--- src/lcd_timing_cfg.svh ---
// constants for the panel scan timing and start address block
// assumes an 8-bit index/data register pair on a 16-bit i/o address
`ifndef LCD_TIMING_CFG_SVH
`define LCD_TIMING_CFG_SVH

// i/o port addresses of the index and data registers
`define IO_ADDR_W          16
`define IO_INDEX_ADDR      16'h03D4
`define IO_DATA_ADDR       16'h03D5

// indexed register numbers
`define IDX_START_HIGH     8'h0C
`define IDX_START_LOW      8'h0D
`define IDX_TIMING_ONE     8'hC6
`define IDX_TIMING_TWO     8'hC7

// field positions
`define START_HIGH_MSB     6
`define START_LOW_MSB      7
`define START_LOW_LSB      3
`define PRESCALE_MSB       7
`define PRESCALE_LSB       5
`define PERIOD_MSB         4
`define HIGH_MSB           4
`define WIDTH_MSB          6
`define WIDTH_LSB          5

// reset values
`define START_HIGH_RST     7'h00
`define START_LOW_RST      5'h00
`define PRESCALE_RST       3'h0
`define PERIOD_RST         5'h00
`define HIGH_RST           5'h00
`define WIDTH_RST          2'h0
`define INDEX_RST          8'h00

// prescale counter covers the largest divisor, 2**7
`define PRESCALE_CNT_W     7
`define START_ADDR_W       15

`endif

--- src/lcd_timing_pkg.sv ---
// types shared by the panel scan timing block
// assumes lcd_timing_cfg.svh for the numeric constants
package lcd_timing_pkg;

  // panel data bus width codes
  typedef enum logic [1:0] {
    WIDTH_FOUR = 2'b00,
    WIDTH_TWO  = 2'b01,
    WIDTH_ONE  = 2'b10,
    WIDTH_RSVD = 2'b11
  } panel_width_type;

  typedef logic [7:0] pixel_byte_type;

endpackage

--- src/pixel_stream_if.sv ---
// byte stream carrier with valid/ready between the block's own modules
// assumes source and sink share one clock
`timescale 1ns/1ns
interface pixel_stream_if;
  import lcd_timing_pkg::*;

  logic           valid;
  logic           ready;
  pixel_byte_type data;

  modport src (output valid, output data, input ready);
  modport snk (input valid, input data, output ready);
endinterface

--- src/pclk_prescaler.sv ---
// pixel clock prescaler: one-cycle tick every 2**sel input clocks
// assumes the input clock is the divided oscillator clock
`timescale 1ns/1ns
`include "lcd_timing_cfg.svh"
module pclk_prescaler
  import lcd_timing_pkg::*;
(
  input  wire logic       clk_in,
  input  wire logic       rst_in,
  input  wire logic [2:0] sel_in,
  output logic            tick_out
);

  logic [`PRESCALE_CNT_W-1:0] cnt_r;
  logic [`PRESCALE_CNT_W-1:0] mask;

  // free-running count; a changed divisor takes effect without a restart
  assign mask     = ~(7'h7F << sel_in);
  assign tick_out = &(cnt_r | ~mask);

  always_ff @(posedge clk_in) begin
    if (rst_in) begin
      cnt_r <= 7'h00;
    end else begin
      cnt_r <= cnt_r + 7'h01;
    end
  end

endmodule

--- src/pixel_buffer.sv ---
// two-entry buffer for pixel bytes on the way to the shifter
// assumes both sides follow valid/ready; a word moves when both are high
`timescale 1ns/1ns
module pixel_buffer
  import lcd_timing_pkg::*;
(
  input  wire logic   clk_in,
  input  wire logic   rst_in,
  pixel_stream_if.snk in_s,
  pixel_stream_if.src out_s
);

  pixel_byte_type mem_r [2];
  logic           wr_ptr_r;
  logic           rd_ptr_r;
  logic [1:0]     count_r;
  logic           push;
  logic           pop;

  assign in_s.ready  = (count_r != 2'd2);
  assign out_s.valid = (count_r != 2'd0);
  assign out_s.data  = mem_r[rd_ptr_r];
  assign push        = in_s.valid & in_s.ready;
  assign pop         = out_s.valid & out_s.ready;

  always_ff @(posedge clk_in) begin
    if (push) begin
      mem_r[wr_ptr_r] <= in_s.data;
    end
  end

  always_ff @(posedge clk_in) begin
    if (rst_in) begin
      wr_ptr_r <= 1'b0;
      rd_ptr_r <= 1'b0;
      count_r  <= 2'd0;
    end else begin
      wr_ptr_r <= wr_ptr_r ^ push;
      rd_ptr_r <= rd_ptr_r ^ pop;
      count_r  <= count_r + {1'b0, push} - {1'b0, pop};
    end
  end

endmodule

--- src/lcd_scan_timing.sv ---
// panel scan timing core: start address, pixel clock prescale,
// shift clock generation and 4/2/1-bit panel data serialiser
// assumes an i/o bus with one-cycle read/write strobes, synchronous to clk_in,
// and a fetch source that supplies pixel bytes with valid/ready
`timescale 1ns/1ns
`include "lcd_timing_cfg.svh"
module lcd_scan_timing
  import lcd_timing_pkg::*;
(
  input  wire logic                     clk_in,
  input  wire logic                     rst_in,
  input  wire logic [`IO_ADDR_W-1:0]    io_addr_in,
  input  wire logic                     io_wr_in,
  input  wire logic                     io_rd_in,
  input  wire logic [7:0]               io_wdata_in,
  output logic      [7:0]               io_rdata_out,
  input  wire logic                     pix_valid_in,
  output logic                          pix_ready_out,
  input  wire logic [7:0]               pix_data_in,
  output logic      [`START_ADDR_W-1:0] display_start_addr_out,
  output logic                          pclk_tick_out,
  output logic                          panel_shift_clock_out,
  output logic      [3:0]               panel_data_out
);

  // ---------------- register file ----------------
  logic [7:0]      index_r;
  logic [6:0]      start_high_r;
  logic [4:0]      start_low_r;
  logic [2:0]      prescale_r;
  logic [4:0]      period_r;
  logic [4:0]      high_r;
  logic [1:0]      width_r;
  logic [7:0]      rdata_r;

  logic            sel_index;
  logic            sel_data;
  logic            wr_index;
  logic            wr_data;
  logic            hit_high;
  logic            hit_low;
  logic            hit_t1;
  logic            hit_t2;
  logic [7:0]      data_rd_val;
  logic [7:0]      rd_val;

  assign sel_index = (io_addr_in == `IO_INDEX_ADDR);
  assign sel_data  = (io_addr_in == `IO_DATA_ADDR);
  assign wr_index  = io_wr_in & sel_index;
  assign wr_data   = io_wr_in & sel_data;

  // the data port acts on whatever the index currently selects
  assign hit_high = (index_r == `IDX_START_HIGH);
  assign hit_low  = (index_r == `IDX_START_LOW);
  assign hit_t1   = (index_r == `IDX_TIMING_ONE);
  assign hit_t2   = (index_r == `IDX_TIMING_TWO);

  // reserved bits read back as zero; unknown indices read zero
  assign data_rd_val = hit_high ? {1'b0, start_high_r} :
                       hit_low  ? {start_low_r, 3'b000} :
                       hit_t1   ? {prescale_r, period_r} :
                       hit_t2   ? {1'b0, width_r, high_r} :
                                  8'h00;
  assign rd_val = sel_index ? index_r :
                  sel_data  ? data_rd_val :
                              8'h00;

  always_ff @(posedge clk_in) begin
    if (rst_in) begin
      index_r <= `INDEX_RST;
    end else if (wr_index) begin
      index_r <= io_wdata_in;
    end
  end

  // bit 7 of the high register and bits 2..0 of the low one are not stored
  always_ff @(posedge clk_in) begin
    if (rst_in) begin
      start_high_r <= `START_HIGH_RST;
      start_low_r  <= `START_LOW_RST;
    end else if (wr_data & hit_high) begin
      start_high_r <= io_wdata_in[`START_HIGH_MSB:0];
    end else if (wr_data & hit_low) begin
      start_low_r  <= io_wdata_in[`START_LOW_MSB:`START_LOW_LSB];
    end
  end

  always_ff @(posedge clk_in) begin
    if (rst_in) begin
      prescale_r <= `PRESCALE_RST;
      period_r   <= `PERIOD_RST;
      high_r     <= `HIGH_RST;
      width_r    <= `WIDTH_RST;
    end else if (wr_data & hit_t1) begin
      prescale_r <= io_wdata_in[`PRESCALE_MSB:`PRESCALE_LSB];
      period_r   <= io_wdata_in[`PERIOD_MSB:0];
    end else if (wr_data & hit_t2) begin
      width_r    <= io_wdata_in[`WIDTH_MSB:`WIDTH_LSB];
      high_r     <= io_wdata_in[`HIGH_MSB:0];
    end
  end

  // read data is registered; it stands until the next read strobe
  always_ff @(posedge clk_in) begin
    if (rst_in) begin
      rdata_r <= 8'h00;
    end else if (io_rd_in) begin
      rdata_r <= rd_val;
    end
  end

  assign io_rdata_out = rdata_r;

  // low three address bits are always zero: fetch starts on an 8-byte boundary
  assign display_start_addr_out = {start_high_r, start_low_r, 3'b000};

  // ---------------- pixel clock ----------------
  logic pclk_tick;

  pclk_prescaler u_prescaler (
    .clk_in   (clk_in),
    .rst_in   (rst_in),
    .sel_in   (prescale_r),
    .tick_out (pclk_tick)
  );

  assign pclk_tick_out = pclk_tick;

  // ---------------- pixel buffer ----------------
  pixel_stream_if fill_s ();
  pixel_stream_if drain_s ();

  assign fill_s.valid  = pix_valid_in;
  assign fill_s.data   = pix_data_in;
  assign pix_ready_out = fill_s.ready;

  pixel_buffer u_buffer (
    .clk_in (clk_in),
    .rst_in (rst_in),
    .in_s   (fill_s),
    .out_s  (drain_s)
  );

  // ---------------- shift clock ----------------
  logic [4:0] phase_r;
  logic [4:0] phase_nxt;
  logic       shift_clk_r;
  logic       period_start;

  // a period of zero would make every pixel clock a new period; software avoids it
  assign phase_nxt    = (phase_r >= period_r) ? 5'd0 : phase_r + 5'd1;
  assign period_start = pclk_tick & (phase_nxt == 5'd0);

  always_ff @(posedge clk_in) begin
    if (rst_in) begin
      phase_r     <= 5'd0;
      shift_clk_r <= 1'b0;
    end else if (pclk_tick) begin
      phase_r     <= phase_nxt;
      // high for phases 0..high field, so high time is field plus one
      shift_clk_r <= (phase_nxt <= high_r);
    end
  end

  assign panel_shift_clock_out = shift_clk_r;

  // ---------------- serialiser ----------------
  panel_width_type width_mode;
  logic [7:0]      shreg_r;
  logic [2:0]      groups_left_r;
  logic [3:0]      data_r;
  logic [2:0]      groups_per_byte;
  logic            need_byte;
  logic            take_byte;
  logic [7:0]      src_byte;
  logic [3:0]      group_out;
  logic [7:0]      src_shifted;

  // the reserved width code is run as the 4-line default
  assign width_mode = panel_width_type'(width_r);
  assign groups_per_byte = (width_mode == WIDTH_TWO) ? 3'd4 :
                           (width_mode == WIDTH_ONE) ? 3'd7 :
                                                       3'd2;
  assign need_byte = (groups_left_r == 3'd0);
  assign take_byte = period_start & need_byte & drain_s.valid;
  assign drain_s.ready = period_start & need_byte;
  assign src_byte  = need_byte ? drain_s.data : shreg_r;

  // msb first; unused data lines are held low
  assign group_out = (width_mode == WIDTH_TWO) ? {2'b00, src_byte[7:6]} :
                     (width_mode == WIDTH_ONE) ? {3'b000, src_byte[7]} :
                                                 src_byte[7:4];
  assign src_shifted = (width_mode == WIDTH_TWO) ? {src_byte[5:0], 2'b00} :
                       (width_mode == WIDTH_ONE) ? {src_byte[6:0], 1'b0} :
                                                   {src_byte[3:0], 4'h0};

  // one-bit mode has eight groups; groups_left counts those still to send
  always_ff @(posedge clk_in) begin
    if (rst_in) begin
      shreg_r       <= 8'h00;
      groups_left_r <= 3'd0;
      data_r        <= 4'h0;
    end else if (period_start) begin
      if (!need_byte) begin
        data_r        <= group_out;
        shreg_r       <= src_shifted;
        groups_left_r <= groups_left_r - 3'd1;
      end else if (take_byte) begin
        data_r        <= group_out;
        shreg_r       <= src_shifted;
        groups_left_r <= (width_mode == WIDTH_ONE) ? groups_per_byte : groups_per_byte - 3'd1;
      end else begin
        // underrun: lines go idle rather than repeat stale pixels
        data_r <= 4'h0;
      end
    end
  end

  assign panel_data_out = data_r;

endmodule

--- config.mk ---
export PLATFORM = sky130hd
export DESIGN_NAME = lcd_scan_timing
export DESIGN_NICKNAME = d
export VERILOG_FILES = /design/src/lcd_timing_pkg.sv /design/src/pixel_stream_if.sv /design/src/pclk_prescaler.sv /design/src/pixel_buffer.sv /design/src/lcd_scan_timing.sv
export VERILOG_INCLUDE_DIRS = /design/src /design/src/src
export SDC_FILE = /design/constraint.sdc
export NUM_CORES = 1
export LEC_CHECK = 0
export BUFFER_PORTS_ARGS = -buffer_cell sky130_fd_sc_hd__clkbuf_2
export CORE_MARGIN = 8
export CORE_UTILIZATION = 45
export CTS_CLUSTER_SIZE = 14
export DETAILED_ROUTE_END_ITERATION = 16
export GPL_ROUTABILITY_DRIVEN = 0
export PLACE_DENSITY_LB_ADDON = 0.12
export SYNTH_ARGS = -nofsm -noshare
export SYNTH_HDL_FRONTEND = slang
export SYNTH_SLANG_ARGS = --single-unit
--- constraint.sdc ---
create_clock -name clk_in -period 6.9 [get_ports clk_in]
set_clock_uncertainty 0.05 [all_clocks]
set_input_delay 1.725 -clock clk_in [delete_from_list [all_inputs] [get_ports clk_in]]
set_output_delay 1.725 -clock clk_in [all_outputs]
set_load 0.02 [all_outputs]
# Word-level counts from Yosys, hierarchy flattened

Memory sizes are Yosys's and may differ from the RTL's. A register that Yosys moved wholly into a read port is not among the register bits.
Cells that the tools add are included.

Bits in registers: 75
Latch bits: 0
Memory bits (writable): 16
Bits in read-only memories: 0
Bits of input ports: 37
Output and inout port bits: 30
Word-level logic and storage cells: 85
Memories kept: 1

Add/sub/neg operators: 6
Multipliers: 0
Div/mod/pow operators: 0
$lt $le $gt $ge: 2
Equal/unequal tests: 10
Shift operators: 1
Multiplexer cells: 24
Bitwise gates (word level): 17
Reductions and logical operators: 7

Memories:

| memory         | words | width | read ports | clocked after memory_dff | wr ports | RTL line           | RTL |
|---|---|---|---|---|---|---|---|
| u_buffer.mem_r | 2     | 8     | 1          | 1                        | 1        | pixel_buffer.sv:13 | `pixel_byte_type mem_r [2];` |

Operators by type and width:

| kind                 | count |
|---|---|
| $mux 8               | 10 |
| $eq 16x10->1 const B | 2 |
| $eq 8x4->1 const B   | 2 |
| $eq 8x8->1 const B   | 2 |
| $mux 4               | 4 |
| $mux 3               | 5 |
| $not 7->7            | 2 |
| $and 1x1->1          | 10 |
| $add 7x1->7 const B  | 1 |
| $mux 7               | 1 |
| $or 7x7->7           | 1 |
| $reduce_and 7->1     | 1 |
| $shl 7x3->7 const A  | 1 |
| $reduce_and 2->1     | 3 |
| $sub 3x1->3 const B  | 2 |
| $add 5x1->5 const B  | 1 |
| $ge 5x5->1           | 1 |
| $le 5x5->1           | 1 |
| $logic_not 5->1      | 1 |
| $mux 5               | 1 |
| $logic_not 3->1      | 1 |
| $mux 1               | 3 |
| $add 2x1->2          | 1 |
| $eq 2x1->1 const B   | 1 |
| other kinds (7)      | 9 |

# Logic depth before layout (Yosys ltp)

Word-level depth: 10
Mapped depth: 14
Depth with buffers taken out: 13

# Hierarchy

A second synthesis with hierarchy kept.

Cell total of the unflattened synthesis: 468
Area, all modules: 4563.1 sq um

By module, submodules not included:

| module          | times used | cells each | area each (sq um) | seq. area each (sq um) |
|---|---|---|---|---|
| lcd_scan_timing | 1          | 381        | 3450.8            | 1261.2 |
| pixel_buffer    | 1          | 52         | 809.5             | 560.5 |
| pclk_prescaler  | 1          | 35         | 302.8             | 140.1 |

# Worst setup path after synthesis

OpenSTA, ideal clock, no wires.

Kind: input port to flip-flop
Start: input port io_addr_in[3]
End: register rdata_r[5] (netlist: io_rdata_out[5])
Library setup time: 0.086 ns
Arrival time: 3.126 ns
Data required time: 6.764 ns
Path slack: 3.638 ns
Cell stages on the path: 7
Buffers on the path: 1
Path through: nand3b_1 -> nor4_1 -> nand3_1 -> nor2_1 -> clkbuf_1 -> a22oi_1 -> a211oi_1

Cells in the longest elaborated chain, start to end: 3

RTL lines:

| item                          | RTL line               | RTL |
|---|---|---|
| from (decl)                   | lcd_scan_timing.sv:12  | `` input wire logic [`IO_ADDR_W-1:0] io_addr_in, `` |
| $eq 16x10->1 (no source line) | -                      |  |
| $mux 8                        | lcd_scan_timing.sv:65  | `sel_data ? data_rd_val :` |
| $mux 8 (*)                    | lcd_scan_timing.sv:64  | `assign rd_val = sel_index ? index_r :` |
| to (signal assigned)          | lcd_scan_timing.sv:108 | `rdata_r <= rd_val;` |
| to (decl)                     | lcd_scan_timing.sv:34  | `logic [7:0] rdata_r;` |

Every way passes the cells marked *; elsewhere a longest branch is shown, timed or not.
A chain may end at the register's enable or synchronous reset.

# Final worst setup path

Start: register u_prescaler.cnt_r[0]
End: output port pclk_tick_out

Cells in the longest elaborated chain, start to end: 2

RTL lines:

| item                   | RTL line              | RTL |
|---|---|---|
| from (decl)            | pclk_prescaler.sv:14  | `` logic [`PRESCALE_CNT_W-1:0] cnt_r; `` |
| from (signal assigned) | pclk_prescaler.sv:25  | `cnt_r <= cnt_r + 7'h01;` |
| $or 7x7->7             | pclk_prescaler.sv:19  | `assign tick_out = &(cnt_r \| ~mask);` |
| $reduce_and 7->1       | pclk_prescaler.sv:19  |  |
| to (decl)              | lcd_scan_timing.sv:21 | `output logic pclk_tick_out,` |

No other way between the ends.

==> impl_metrics.ini <==
[run_status]
status = completed

[logic_synthesis]
ys.flop_type = dfxtp_1
ys_seq_area_share_pct = 43.75
ys_types = 56
yosysTopAreaCell = dfxtp_1
yosysWarnings = 0
synthArstFlopShare_pct = 0
yosys.area.top_type_share_pct = 33.04
synth_area_leaders = dfxtp_1 33%, mux2i_1 11%, edfxtp_1 11%, nor2_1 5.9%, ha_1 5.6%
synth_area_um2 = 4484
synth-edff-count = 16
synth.avg_cell_area_um2 = 9.227
ys_seq_elements = 90
syn_inst = 486

[detailed_routing]
ant_nets = 0
dr_total_vias = 3580
finalWirelength_mm = 10.15
drc_errors = 0
wl_per_cell_um = 15.04
firstDrtPassIters = 5
routed_via_density = 5.304
initialDrtViolationCount = 166

[critical_path]
critPathKind = flop to primary output
rr_startpoint = phase_r[3]$_SDFFE_PP0P_
end_kind = primary output
worstSetupEndpoint = pclk_tick_out
crit_fanout = 8
crit_slowest_cell = dfxtp_1
critPathMaxStageDelay_ns = 0.44
reg2reg_depth = 12
cp-start-kind = flop
cp.required_ns = 5.12
r2r-end = u_buffer.count_r[1]$_SDFF_PP0_
arrival_ns = 1.88
r2r_slack_ns = 3.53
startpoint = u_prescaler.cnt_r[0]$_SDFF_PP0_
cp_cell_sequence = nor2b_1 > o31ai_1 > nand4_1 > inv_2 > clkbuf_2

[finish]
drive_gt1_share_pct = 17.34
n_antenna_cell = 0
design_area_um2 = 5087
final_common_cell = dfxtp_1
fillers = 945
most-common-layout-cells = 74 x dfxtp_1, 71 x nor2_1, 63 x clkbuf_2, 49 x mux2i_1, 37 x nand2_1
syn2layout_area_growth_pct = 13.45
layout.nets = 594
fin_cells = 675

[sta]
max_slew.worst_pin.slew_ns = 0.9591
finalCritPeriodShare_pct = 52.93
setup_ws_ns = 3.248
fmax_mhz = 273.8
hold_viol_final = 0
slew_headroom_pct = 35.82
setup_viol = 0
setup_tns_ns = 0
final_max_slew_viol_count = 0
fin_crit_ns = 3.652
rsz0062_at_grt = no

[global_route]
met1_usage_pct = 18.93
grt.busiest_layer = met2
grt_pass1_wl_mm = 17.19
grt_max_degree = 76
track_usage_pct = 15.87
antenna_found_initial = 0
grt_pass1_vias = 3607
grt_use_met2_pct = 27.67
grt_util_met3_pct = 2.814
grt_overflow = 0

[clocking]
htree_levels = 3
cts_tree = built
cts_hold_buf = 0
cts-root-buf = clkbuf_8
cts_resized = 0
postCtsSetupBuffers = 0
clock_sinks = 90
clk_latency_ns = 0.36
clkSlewWorstSetupHoldPaths_ns = 0.10
clock_path_buffers = 2
numCtsBuffers = 9

[placement]
io_buffers = 63
placed_cells = 659
place_ws_ns = 3.160
dpl.hpwl_mm = 7.479
placed_area_um2 = 4868

[floorplanning]
fp.dieH_um = 115.8
core_um2 = 9729
ioPinCount = 67
die_area_um2 = 13420
die_x_um = 115.8
initial_core_util_pct = 46.09
rows = 36

[pwr]
ir_drop_mv = 0.1088
finalPower_w = 0.001364
p_per_area_nw_per_um2 = 268.1
leakage_nw = 1.974

[run]
drv_cap = 0

[worst_hold_path]
worstHoldPathType = flop to flop
==> how the worst min path moves through the flow <==
stage                                               from                              to  slack, ns  depth (start not counted)
after floorplan                  shreg_r[1]$_SDFFE_PP0P_         shreg_r[1]$_SDFFE_PP0P_       0.38                          2
after global placement           shreg_r[1]$_SDFFE_PP0P_         shreg_r[1]$_SDFFE_PP0P_       0.39                          2
after detailed placement  panel_data_out[0]$_SDFFE_PP0P_  panel_data_out[0]$_SDFFE_PP0P_       0.39                          2
after CTS                 panel_data_out[0]$_SDFFE_PP0P_  panel_data_out[0]$_SDFFE_PP0P_       0.41                          2
after global routing             shreg_r[1]$_SDFFE_PP0P_         shreg_r[1]$_SDFFE_PP0P_       0.44                          2
final                     panel_data_out[0]$_SDFFE_PP0P_  panel_data_out[0]$_SDFFE_PP0P_       0.40                          2
==> power breakdown <==
part	internal, W	leakage [nW]	switching (W)
Sequential	0.000588	0.750	0.0000338
Clock	0.000178	0.111	0.000208
Combinational	0.000153	1.11	0.000202
==> cells by family (layout without fill, tap and decap cells) <==
group / count (synthesis) / in the layout / share of synthesized area [%]
buffers and inverters: 49 / 103 / 4.436
multiplexers: 56 / 56 / 12.70
XOR/XNOR: 10 / 10 / 1.953
flip-flops: 90 / 90 / 43.75
other: 1 / 3 / 0.08363
adder cells (fa/ha/maj): 20 / 20 / 5.580
AO/OA/AOI/OAI: 83 / 83 / 12.39
AND/OR/NAND/NOR: 177 / 177 / 19.11
==> cells in the mapped netlist, drive strengths merged, types with 2 or more instances <==
cell type	count
nor2	71
nand3b	5
or4	2
o211ai	3
nor4	3
mux2i	49
edfxtp	16
inv	23
xnor2	4
a21oi	28
o22ai	8
nand3	15
nand2b	4
mux2	7
buf	8
nor3	8
dfxtp	74
a31oi	2
nor4bb	2
and2	3
nand4b	2
nand2	37
a22oi	13
a211o	2
o21ai	9
xor2	6
nor2b	7
nand4	8
a211oi	9
clkbuf	18
and4b	3
ha	20
==> registers in the layout, indices dropped and copies added, names as in the netlist, 3 cells and up <==
name               cells
u_buffer.mem_r        16
index_r                8
io_rdata_out           8
shreg_r                7
start_high_r           7
u_prescaler.cnt_r      7
high_r                 5
period_r               5
phase_r                5
start_low_r            5
panel_data_out         4
groups_left_r          3
prescale_r             3
==> routing by layer <==
| layer | wire [um] | part of all wire, % |
|---|---|---|
| met1 | 4530 | 45 |
| met2 | 5059 | 50 |
| met3 | 416 | 4.1 |
| met4 | 143 | 1.4 |
| met5 | 0 | 0 |
==> layout make-up <==
type                       count  area, um2  area share (%)
inverter                      23      86.33           1.697
tap                          133      166.4           3.271
clock buffer                   9      123.9           2.435
clock inverter                 7      95.09           1.869
sequential                    90       1962           38.56
timing repair buffer          64      322.8           6.345
multi-input combinational    349       2331           45.82
==> stage by stage <==
| stage | hold slack (ns) | utilization, % |
|---|---|---|
| 2_1_floorplan | 0.3822 | - |
| 3_3_place_gp | 0.3907 | 50.04 |
| 3_5_place_dp | 0.3942 | 50.04 |
| 4_1_cts | 0.4087 | 52.29 |
| 5_1_grt | 0.4384 | 52.29 |
| 6_report | 0.4032 | 52.29 |
==> worst max-delay path, delay by kind of cell (launching register included) <==
kind / cells / cell delay (ns)
AND/OR/NAND/NOR: 2 / 0.41
buffers and inverters: 2 / 0.49
AO/OA/AOI/OAI: 1 / 0.19
flip-flops: 1 / 0.44
No activity file was read; power rests on OpenSTA's default activity.
